===== src/spmc_pkg.sv =====
`default_nettype none
package spmc_pkg;
    // Register offsets
    localparam logic [7:0] SPMC_TXR_OFS = 8'h29;
    localparam logic [7:0] SPMC_RXR_OFS = 8'h2A;
    localparam logic [7:0] SPMC_CR_OFS = 8'h2B;
    localparam logic [7:0] SPMC_CFG_OFS = 8'h2C;
    // Control/status bit positions
    localparam int SPMC_CR_LSB = 7;
    localparam int SPMC_CR_OVR = 6;
    localparam int SPMC_CR_CMP = 5;
    localparam int SPMC_CR_TXE = 4;
    localparam int SPMC_CR_RXF = 3;
    localparam int SPMC_CR_CPHA = 2;
    localparam int SPMC_CR_CPOL = 1;
    localparam int SPMC_CR_EN = 0;
    // Configuration bit positions
    localparam int SPMC_CFG_SEL_HI = 7;
    localparam int SPMC_CFG_SEL_LO = 5;
    localparam int SPMC_CFG_BYP = 4;
    localparam int SPMC_CFG_SSV = 3;
    localparam int SPMC_CFG_SSEN_N = 2;
    localparam int SPMC_CFG_INTSEL = 1;
    localparam int SPMC_CFG_SLAVE = 0;
    // Reset values
    localparam logic [7:0] SPMC_CFG_RST = 8'h00;
    localparam logic [7:0] SPMC_BYTE_RST = 8'h00;
    // Pin synchroniser width: ss_n, sclk, mosi, miso
    localparam int SPMC_SYNC_W = 4;
    // One byte is 16 serial clock edges
    localparam logic [3:0] SPMC_LAST_EDGE = 4'hF;
    localparam logic [3:0] SPMC_FIRST_EDGE = 4'h0;
    localparam logic [7:0] SPMC_DIV_ONE = 8'h01;
    typedef enum logic [1:0] {
        SPMC_IDLE = 2'b01,
        SPMC_RUN = 2'b10
    } spmc_state_type;
endpackage : spmc_pkg
`default_nettype wire


===== src/spmc_sync.sv =====
`default_nettype none
module spmc_sync #(
    parameter int W = 4
) (
    // Clock and reset
    input wire logic clock,
    input wire logic rst_n,
    // Control
    input wire logic bypass,
    // Data
    input wire logic [W-1:0] raw_in,
    output logic [W-1:0] sync_out
);
    logic [W-1:0] meta_q;
    logic [W-1:0] stab_q;

    // First stage feeds only the second stage
    always_ff @(posedge clock)
    begin
        if (!rst_n)
        begin
            meta_q <= '0;
            stab_q <= '0;
        end
        else
        begin
            meta_q <= raw_in;
            stab_q <= meta_q;
        end
    end

    assign sync_out = bypass ? raw_in : stab_q;
endmodule : spmc_sync
`default_nettype wire


===== src/spmc_core.sv =====
// Functional notes
// - Modes 0 to 3 work as master and as slave.
// - MSb goes first by default; a control bit selects LSb first.
// - Master shifts in from MISO, out on MOSI; separate tx/rx bytes.
// - Input bit is latched on the edge opposite the shifting edge.
// - Master makes the bit clock from the selected clock source.
// - Master never drives slave select; software handles it.
// - Writing receive buffer does nothing; transmit buffer reads zero.
// - Interrupt is tx-empty or complete, select bit, tx-empty after reset.
// - Complete interrupt stays until control/status read, master load or slave select falling.
// - Slave shifts only on incoming serial clock; master starts all.
// - Slave takes part only while its active-low select is low.
// - Modes 0 and 2 slave loads next byte on select falling.
// - Slave select comes from pin or from a software bit.
// - Deselected slave ignores inputs, resets state, drives MISO high.
// - Pin inputs pass two flops unless the bypass bit is set.
// - Idle master loads written byte next edge and starts.
// - Writing tx buffer clears tx-empty; loading shifter sets it.
// - Finished byte goes to receive buffer and sets rx-full.
// - Reading receive buffer clears rx-full.
// - Tx and rx data registers and control/status are one byte each.
// - A byte is eight bits with eight clocks, both ways at once.
// - Phase 0 changes data on trailing edge; polarity sets idle level.
// - Overrun sets when a byte lands before the previous was read.
// - Complete reads 0 during transfer, 1 after, clears on read.
`default_nettype none
module spmc_core
    import spmc_pkg::*;
(
    // Clock and reset
    input wire logic clock,
    input wire logic rst_n,
    // Register port
    input wire logic [7:0] reg_addr,
    input wire logic [7:0] reg_wdata,
    input wire logic reg_wr,
    input wire logic reg_rd,
    output logic [7:0] reg_rdata,
    // Block interrupt
    output logic int_out,
    // Serial pins
    input wire logic ss_n_in,
    input wire logic sclk_in,
    input wire logic mosi_in,
    input wire logic miso_in,
    output logic sclk_out,
    output logic mosi_out,
    output logic miso_out
);
    import spmc_pkg::*;

    function automatic logic [7:0] shift_in(input logic [7:0] sh,
        input logic b, input logic lsb);
        shift_in = lsb ? {b, sh[7:1]} : {sh[6:0], b};
    endfunction : shift_in

    function automatic logic hit(input logic [7:0] a, input logic [7:0] o);
        hit = (a == o);
    endfunction : hit

    logic lsb_q, cpha_q, cpol_q, en_q;
    logic ovr_q, cmp_q, txe_q, rxf_q;
    logic [7:0] cfg_q;
    logic [7:0] tx_hold_q, rx_hold_q, sh_q, rdata_q, div_q;
    logic rxd_q, sclk_q, sclk_prev_q, ss_prev_q;
    logic [3:0] edge_q;
    spmc_state_type st_q, st_d;
    logic [SPMC_SYNC_W-1:0] pins_s;
    logic s_ss_n, s_sclk, s_mosi, s_miso;
    logic slave, ss_n_eff, sel_act, in_bit, out_bit;
    logic m_tick, s_edge, ev, lead, trail, samp, shft, last, done;
    logic ss_fall, m_load, s_load, load;
    logic wr_tx, wr_cr, wr_cfg, rd_rx, rd_cr;
    logic [7:0] load_data, final_byte, half, rd_mux;

    // Two-stage synchroniser with bypass
    spmc_sync #(.W(SPMC_SYNC_W)) u_sync (
        .clock(clock),
        .rst_n(rst_n),
        .bypass(cfg_q[SPMC_CFG_BYP]),
        .raw_in({ss_n_in, sclk_in, mosi_in, miso_in}),
        .sync_out(pins_s)
    );
    assign {s_ss_n, s_sclk, s_mosi, s_miso} = pins_s;

    // Register decode
    assign wr_tx = reg_wr && hit(reg_addr, SPMC_TXR_OFS);
    assign wr_cr = reg_wr && hit(reg_addr, SPMC_CR_OFS);
    assign wr_cfg = reg_wr && hit(reg_addr, SPMC_CFG_OFS);
    assign rd_rx = reg_rd && hit(reg_addr, SPMC_RXR_OFS);
    assign rd_cr = reg_rd && hit(reg_addr, SPMC_CR_OFS);

    // Role and select
    assign slave = cfg_q[SPMC_CFG_SLAVE];
    assign ss_n_eff = cfg_q[SPMC_CFG_SSEN_N] ? s_ss_n
        : cfg_q[SPMC_CFG_SSV];
    assign sel_act = slave && en_q && !ss_n_eff;
    assign in_bit = slave ? s_mosi : s_miso;
    assign out_bit = lsb_q ? sh_q[0] : sh_q[7];

    // Bit clock divider: half period of 2^sel system clocks
    assign half = SPMC_DIV_ONE << cfg_q[SPMC_CFG_SEL_HI:SPMC_CFG_SEL_LO];
    assign m_tick = !slave && (st_q == SPMC_RUN)
        && (div_q == half - SPMC_DIV_ONE);
    // Slave edges come only from the incoming clock while selected
    assign s_edge = sel_act && (s_sclk != sclk_prev_q);
    assign ev = slave ? s_edge : m_tick;
    assign lead = ev && !edge_q[0];
    assign trail = ev && edge_q[0];
    // Phase picks sampling and shifting edges
    assign samp = cpha_q ? trail : lead;
    assign shft = cpha_q ? (lead && edge_q != SPMC_FIRST_EDGE) : trail;
    assign last = trail && (edge_q == SPMC_LAST_EDGE);
    assign done = last;
    // Phase 1 samples the final bit on the closing edge itself
    assign final_byte = cpha_q ? shift_in(sh_q, in_bit, lsb_q)
        : shift_in(sh_q, rxd_q, lsb_q);

    // Loading the shifter
    assign ss_fall = slave && en_q && ss_prev_q && !ss_n_eff;
    assign m_load = !slave && en_q && (st_q == SPMC_IDLE)
        && !txe_q;
    assign s_load = slave && en_q && (cpha_q
        ? (sel_act && lead && edge_q == SPMC_FIRST_EDGE)
        : (ss_fall || (sel_act && last)));
    assign load = m_load || s_load;
    // A write landing on a load goes straight to the shifter
    assign load_data = wr_tx ? reg_wdata : tx_hold_q;

    always_comb
    begin
        st_d = st_q;
        if (!en_q)
            st_d = SPMC_IDLE;
        else if (slave)
            st_d = sel_act ? SPMC_RUN : SPMC_IDLE;
        else
        begin
            unique case (st_q)
                SPMC_IDLE:
                    if (m_load)
                        st_d = SPMC_RUN;
                SPMC_RUN:
                    if (last)
                        st_d = SPMC_IDLE;
                default:
                    st_d = SPMC_IDLE;
            endcase
        end
    end

    always_ff @(posedge clock)
    begin
        if (!rst_n)
            st_q <= SPMC_IDLE;
        else
            st_q <= st_d;
    end

    // Divider and master bit clock
    always_ff @(posedge clock)
    begin
        if (!rst_n)
        begin
            div_q <= SPMC_BYTE_RST;
            sclk_q <= 1'b0;
        end
        else if (st_q != SPMC_RUN || slave)
        begin
            div_q <= SPMC_BYTE_RST;
            sclk_q <= cpol_q;
        end
        else if (m_tick)
        begin
            div_q <= SPMC_BYTE_RST;
            sclk_q <= !sclk_q;
        end
        else
            div_q <= div_q + SPMC_DIV_ONE;
    end

    // Edge counter, reset while deselected
    always_ff @(posedge clock)
    begin
        if (!rst_n)
            edge_q <= SPMC_FIRST_EDGE;
        else if (!en_q || (slave && !sel_act) || m_load)
            edge_q <= SPMC_FIRST_EDGE;
        else if (ev)
            edge_q <= edge_q + 4'h1;
    end

    // Input latch and shifter
    always_ff @(posedge clock)
    begin
        if (!rst_n)
        begin
            rxd_q <= 1'b0;
            sh_q <= SPMC_BYTE_RST;
        end
        else
        begin
            if (samp)
                rxd_q <= in_bit;
            if (load)
                sh_q <= load_data;
            else if (shft && !last)
                sh_q <= shift_in(sh_q, rxd_q, lsb_q);
        end
    end

    // Edge and select history, fed from the synchroniser output and ss_n_eff
    always_ff @(posedge clock)
    begin
        if (!rst_n)
        begin
            sclk_prev_q <= 1'b0;
            ss_prev_q <= 1'b1;
        end
        else
        begin
            sclk_prev_q <= s_sclk;
            ss_prev_q <= ss_n_eff;
        end
    end

    // Data registers
    always_ff @(posedge clock)
    begin
        if (!rst_n)
        begin
            tx_hold_q <= SPMC_BYTE_RST;
            rx_hold_q <= SPMC_BYTE_RST;
        end
        else
        begin
            if (wr_tx)
                tx_hold_q <= reg_wdata;
            if (done)
                rx_hold_q <= final_byte;
        end
    end

    // Control and configuration
    always_ff @(posedge clock)
    begin
        if (!rst_n)
        begin
            {lsb_q, cpha_q, cpol_q, en_q} <= 4'h0;
            cfg_q <= SPMC_CFG_RST;
        end
        else
        begin
            if (wr_cr)
            begin
                lsb_q <= reg_wdata[SPMC_CR_LSB];
                cpha_q <= reg_wdata[SPMC_CR_CPHA];
                cpol_q <= reg_wdata[SPMC_CR_CPOL];
                en_q <= reg_wdata[SPMC_CR_EN];
            end
            if (wr_cfg)
                cfg_q <= reg_wdata;
        end
    end

    // Status flags; a set always beats a clear
    always_ff @(posedge clock)
    begin
        if (!rst_n)
        begin
            txe_q <= 1'b1;
            rxf_q <= 1'b0;
            ovr_q <= 1'b0;
            cmp_q <= 1'b0;
        end
        else
        begin
            if (load)
                txe_q <= 1'b1;
            else if (wr_tx)
                txe_q <= 1'b0;
            if (done)
                rxf_q <= 1'b1;
            else if (rd_rx)
                rxf_q <= 1'b0;
            if (done && rxf_q && !rd_rx)
                ovr_q <= 1'b1;
            else if (rd_cr)
                ovr_q <= 1'b0;
            if (done)
                cmp_q <= 1'b1;
            else if (rd_cr || m_load || ss_fall)
                cmp_q <= 1'b0;
        end
    end

    // Read mux; transmit buffer and unmapped addresses read zero
    always_comb
    begin
        rd_mux = SPMC_BYTE_RST;
        if (hit(reg_addr, SPMC_RXR_OFS))
            rd_mux = rx_hold_q;
        else if (hit(reg_addr, SPMC_CFG_OFS))
            rd_mux = cfg_q;
        else if (hit(reg_addr, SPMC_CR_OFS))
            rd_mux = {lsb_q, ovr_q, cmp_q, txe_q,
                rxf_q, cpha_q, cpol_q, en_q};
    end

    always_ff @(posedge clock)
    begin
        if (!rst_n)
            rdata_q <= SPMC_BYTE_RST;
        else
            rdata_q <= reg_rd ? rd_mux : SPMC_BYTE_RST;
    end

    // Outputs; no slave-select output, software drives it
    assign reg_rdata = rdata_q;
    assign int_out = cfg_q[SPMC_CFG_INTSEL] ? cmp_q : txe_q;
    assign sclk_out = sclk_q;
    assign mosi_out = out_bit;
    // Idle high lets several slaves share MISO as wired-AND
    assign miso_out = sel_act ? out_bit : 1'b1;
endmodule : spmc_core
`default_nettype wire


===== config.mk =====
export PLATFORM = sky130hd
export DESIGN_NAME = spmc_core
export DESIGN_NICKNAME = d
export VERILOG_FILES = /design/src/spmc_pkg.sv /design/src/spmc_sync.sv /design/src/spmc_core.sv
export SDC_FILE = /design/constraint.sdc
export NUM_CORES = 1
export LEC_CHECK = 0
export BUFFER_PORTS_ARGS = -buffer_cell sky130_fd_sc_hd__buf_2
export CAP_MARGIN = 20
export CORE_ASPECT_RATIO = 2
export CORE_UTILIZATION = 55
export CTS_BUF_LIST = sky130_fd_sc_hd__clkbuf_4 sky130_fd_sc_hd__clkbuf_8
export DETAILED_ROUTE_END_ITERATION = 12
export GPL_ROUTABILITY_DRIVEN = 0
export PLACE_DENSITY = 0.81
export SLEW_MARGIN = 15
export SYNTH_ARGS = -nofsm -noshare
export SYNTH_HDL_FRONTEND = slang
export SYNTH_SLANG_ARGS = --single-unit

===== constraint.sdc =====
create_clock -name clock -period 2.43 [get_ports clock]
set_clock_uncertainty 0.05 [all_clocks]
set_input_delay 0.6075 -clock clock [delete_from_list [all_inputs] [get_ports clock]]
set_output_delay 0.6075 -clock clock [all_outputs]
set_load 0.02 [all_outputs]

==> impl_metrics.ini <==
[power]
switching_share_pct = 20.54
ir_drop_mv = 0.6714
total_leakage_power_nw = 1.678
p_total_mw = 2.338
clkPwrFrac_pct = 44.5
p_switching_mw = 0.4801
p_int_mw = 1.858
pwr-share-comb_pct = 3.2
powerDensity_mw_per_mm2 = 528.3
seq_power_share_pct = 52.3

[placed_design]
hpwl_mm = 6.964
dp_cells = 518
post-place-ws_ns = -0.1177
portBuffers = 35

[clock_network]
cts.clk_slew.worst_paths_ns = 0.08
cts_sinks = 74
cts.hold.buffers_added = 0
root_buffer = clkbuf_8
h-tree-depth = 3
clk_path_buf_depth = 2
clk_latency_ns = 0.36
cts_buffers = 9
cts_tree = yes

[floorplanning]
die_w_um = 59.67
ios = 36
placementRows = 41
core_sq_mm = 0.006361
dieArea_sq_mm = 0.007002
start_util_pct = 57.51
die_h_um = 117.3

[setup_path]
path_class = flip-flop to flip-flop
setup.worst_path.end_class = flip-flop
max_stage_delay_ns = 0.39
critPathLaunchType = flip-flop
worstPathCellList = or3_4 -> ha_4 -> xor2_2 -> o2111ai_2 -> nor4b_4 -> nand3_2 -> buf_4 -> a21o_4 -> mux2i_1
cp_max_fo = 5
r2r_end = rx_hold_q[7]$_SDFFE_PN0P_
timing.rr.start = cfg_q[6]$_SDFFE_PN0P_
reg2regPathDepth = 9
regToRegSetupSlack_ns = -0.07
cp.required_ns = 2.62
crit_arrival_ns = 2.70
cp_slowest_cell = or3_4

[drt]
firstDrtPassIters = 5
via_count = 3239
vias_per_cell = 6.043
antenna_left = 0
drcViolationCount = 0
drt_iter0_drc = 230
wirelength_mm = 9.941
post_drt_wl_per_cell_um = 18.55

[sta]
rsz0062_at_grt = yes
setup_slack_ns = -0.07446
hold_viol = 0
period_minus_slack_ns = 2.504
maxSlewViolCount = 0
setup_viol = 19
post-route-period-util_pct = 103.1
worstMarginPinSlew_ns = 0.7739
max_freq_mhz = 399.3
relSlewSlack_pct = 48.30
hold_ws_ns = 0.3888

[grt]
grt_max_degree = 53
antenna_found_initial = 0
grt_pass1_vias = 3264
gr-total-overflow = 0
track_usage_pct = 30.38
grt_pass1_wl_mm = 15.86

[synth]
ys_seq_elements = 74
syn_nets = 430
synth_ff_type = dfxtp_1
seq_area_frac_synth_pct = 40.49
synth_area_per_cell_sq_um = 9.101
syn_inst = 402
syn_area_sq_mm = 0.003659
yosysWarnings = 0
synth-edff-count = 0
synth-async-reset-ratio_pct = 0
yosysUniqueCellTypes = 56

[cells_and_area]
drive_above_1_share_pct = 27.11
final_cell_count_no_fill = 536
syn2layout_area_growth_pct = 20.96
layout_common_cells = dfxtp_1 (71), nand2_1 (51), buf_2 (35), mux2i_1 (26), buf_4 (21)
final_net_count = 475
mostFrequentLayoutCell = dfxtp_1
diodes = 0

[run_status]
violations = negative setup slack
status = complete, but fails checks

[job]
maxCapViolCount = 0

[hold_path]
holdPathStages = 1
min_path_type = flip-flop to flip-flop
worstHoldStart = u_sync.meta_q[2]$_SDFF_PN0_
holdPathEnd = u_sync.stab_q[2]$_SDFF_PN0_
worst max-delay path: cells and delay by family (launching register included):
kind | cells | cell delay, ns
adders and majority gates | 1 | 0.28
DFF | 1 | 0.34
muxes | 1 | 0.13
and+or+nand+nor | 3 | 0.84
buffers and inverters | 1 | 0.18
xor gates and xnor gates | 1 | 0.16
AOI/OAI and AO/OA | 2 | 0.41
repair_timing:
item | 4_1_cts | 5_1_grt
endpoints found under the hold margin | 0 | 0
endpoints found under the setup margin | 25 | 36
buffers inserted | 1 | 2
pin swaps | 4 | 1
gates cloned | 0 | 1
resized for setup | 9 | 17
cell families after synthesis:
kind of cell             after synthesis  share of synthesized area, %
AO/OA/AOI/OAI                         83                         16.96
flip-flops                            74                         40.49
multiplexers                          37                         10.91
AND/OR/NAND/NOR                      156                         22.57
buffers and inverters                 35                         4.583
adder cells (fa/ha/maj)                4                         1.368
XOR/XNOR                              13                         3.112
through the flow:
| stage | TNS, ns | area (sq um) | util [%] |
|---|---|---|---|
| floorplan | -1.524 | 3726 | - |
| global placement | -0.03836 | 4054 | 63.73 |
| detailed placement | -1.705 | 4054 | 63.73 |
| CTS | 0 | 4312 | 67.78 |
| global route | -3.147 | 4425 | 69.57 |
| finish | -0.8351 | 4425 | 69.57 |
routing by layer:
metal | GRT usage [%] | up-vias | wire length (um)
li1 | - | 1528 | -
met1 | 31.16 | 1532 | 3498
met2 | 51.11 | 124 | 5354
met3 | 6.725 | 55 | 385
met4 | 21.80 | 0 | 702
met5 | 0 | - | 0
state kept, by name, summed over array words and instances, names as in the netlist, 2 cells and up:
| register | cells |
|---|---|
| tx_hold_q | 8 |
| st_q | 2 |
| rx_hold_q | 8 |
| u_sync.meta_q | 4 |
| edge_q | 4 |
| cfg_q | 8 |
| u_sync.stab_q | 4 |
| sh_q | 8 |
| reg_rdata | 8 |
| div_q | 8 |
final cells by class:
type                            count  area (sq um)
Multi-Input combinational cell    294          2185
Fill cell                         500          1936
Sequential cell                    74          1485
Timing Repair Buffer               60         407.9
Clock buffer                       11         145.1
Tap cell                           86         107.6
Clock inverter                      3         65.06
Inverter                            8         30.03
how the worst max path moves through the flow:
stage | startpoint | to | slack (ns) | depth (start not counted)
6_report | cfg_q[6]$_SDFFE_PN0P_ | rx_hold_q[7]$_SDFFE_PN0P_ | -0.07 | 9
3_3_place_gp | cfg_q[5]$_SDFFE_PN0P_ | st_q[0]$_SDFFE_PN1P_ | -0.02 | 8
2_1_floorplan | cfg_q[6]$_SDFFE_PN0P_ | sh_q[0]$_SDFFE_PN0P_ | -0.11 | 11
4_1_cts | cfg_q[6]$_SDFFE_PN0P_ | sh_q[7]$_SDFFE_PN0P_ | 0.004 | 9
5_1_grt | cfg_q[6]$_SDFFE_PN0P_ | sh_q[3]$_SDFFE_PN0P_ | -0.18 | 9
3_5_place_dp | cfg_q[6]$_SDFFE_PN0P_ | sh_q[4]$_SDFFE_PN0P_ | -0.12 | 9
power by group through the flow:
stage / Sequential (mW) / Clock [mW] / Combinational, mW
3_5_place_dp: 1.25 / 0 / 0.0720
4_1_cts: 1.22 / 1.05 / 0.0728
3_3_place_gp: 1.25 / 0 / 0.0693
2_1_floorplan: 1.25 / 0 / 0.0367
5_1_grt: 1.22 / 1.10 / 0.0811
6_report: 1.22 / 1.04 / 0.0748
synthesized netlist by cell type (2+ instances only):
master	number	share of area, %
dfxtp_1	74	40
nand2_1	51	5.2
mux2i_1	26	7.1
nand3_1	21	2.9
nor2_1	21	2.2
nor2b_1	17	2.9
clkbuf_1	16	1.6
o31ai_1	16	3.3
a211oi_1	10	2.1
a21boi_0	10	2.1
and2_1	10	1.7
a21oi_1	9	1.2
mux2_2	9	2.8
o21a_1	9	1.8
a222oi_1	8	2.2
inv_1	8	0.82
o21ai_0	7	0.96
xnor2_1	7	1.7
and3_1	6	1.0
xor2_1	6	1.4
buf_2	5	0.68
buf_4	4	0.82
ha_1	4	1.4
nor3_1	4	0.55
or3_1	4	0.68
nand2b_1	3	0.51
nand3b_1	3	0.62
buf_6	2	0.62
nand4_1	2	0.34
nand4bb_1	2	0.62
o211ai_1	2	0.41
or2_2	2	0.34
Power figures use the tool's default switching activity.
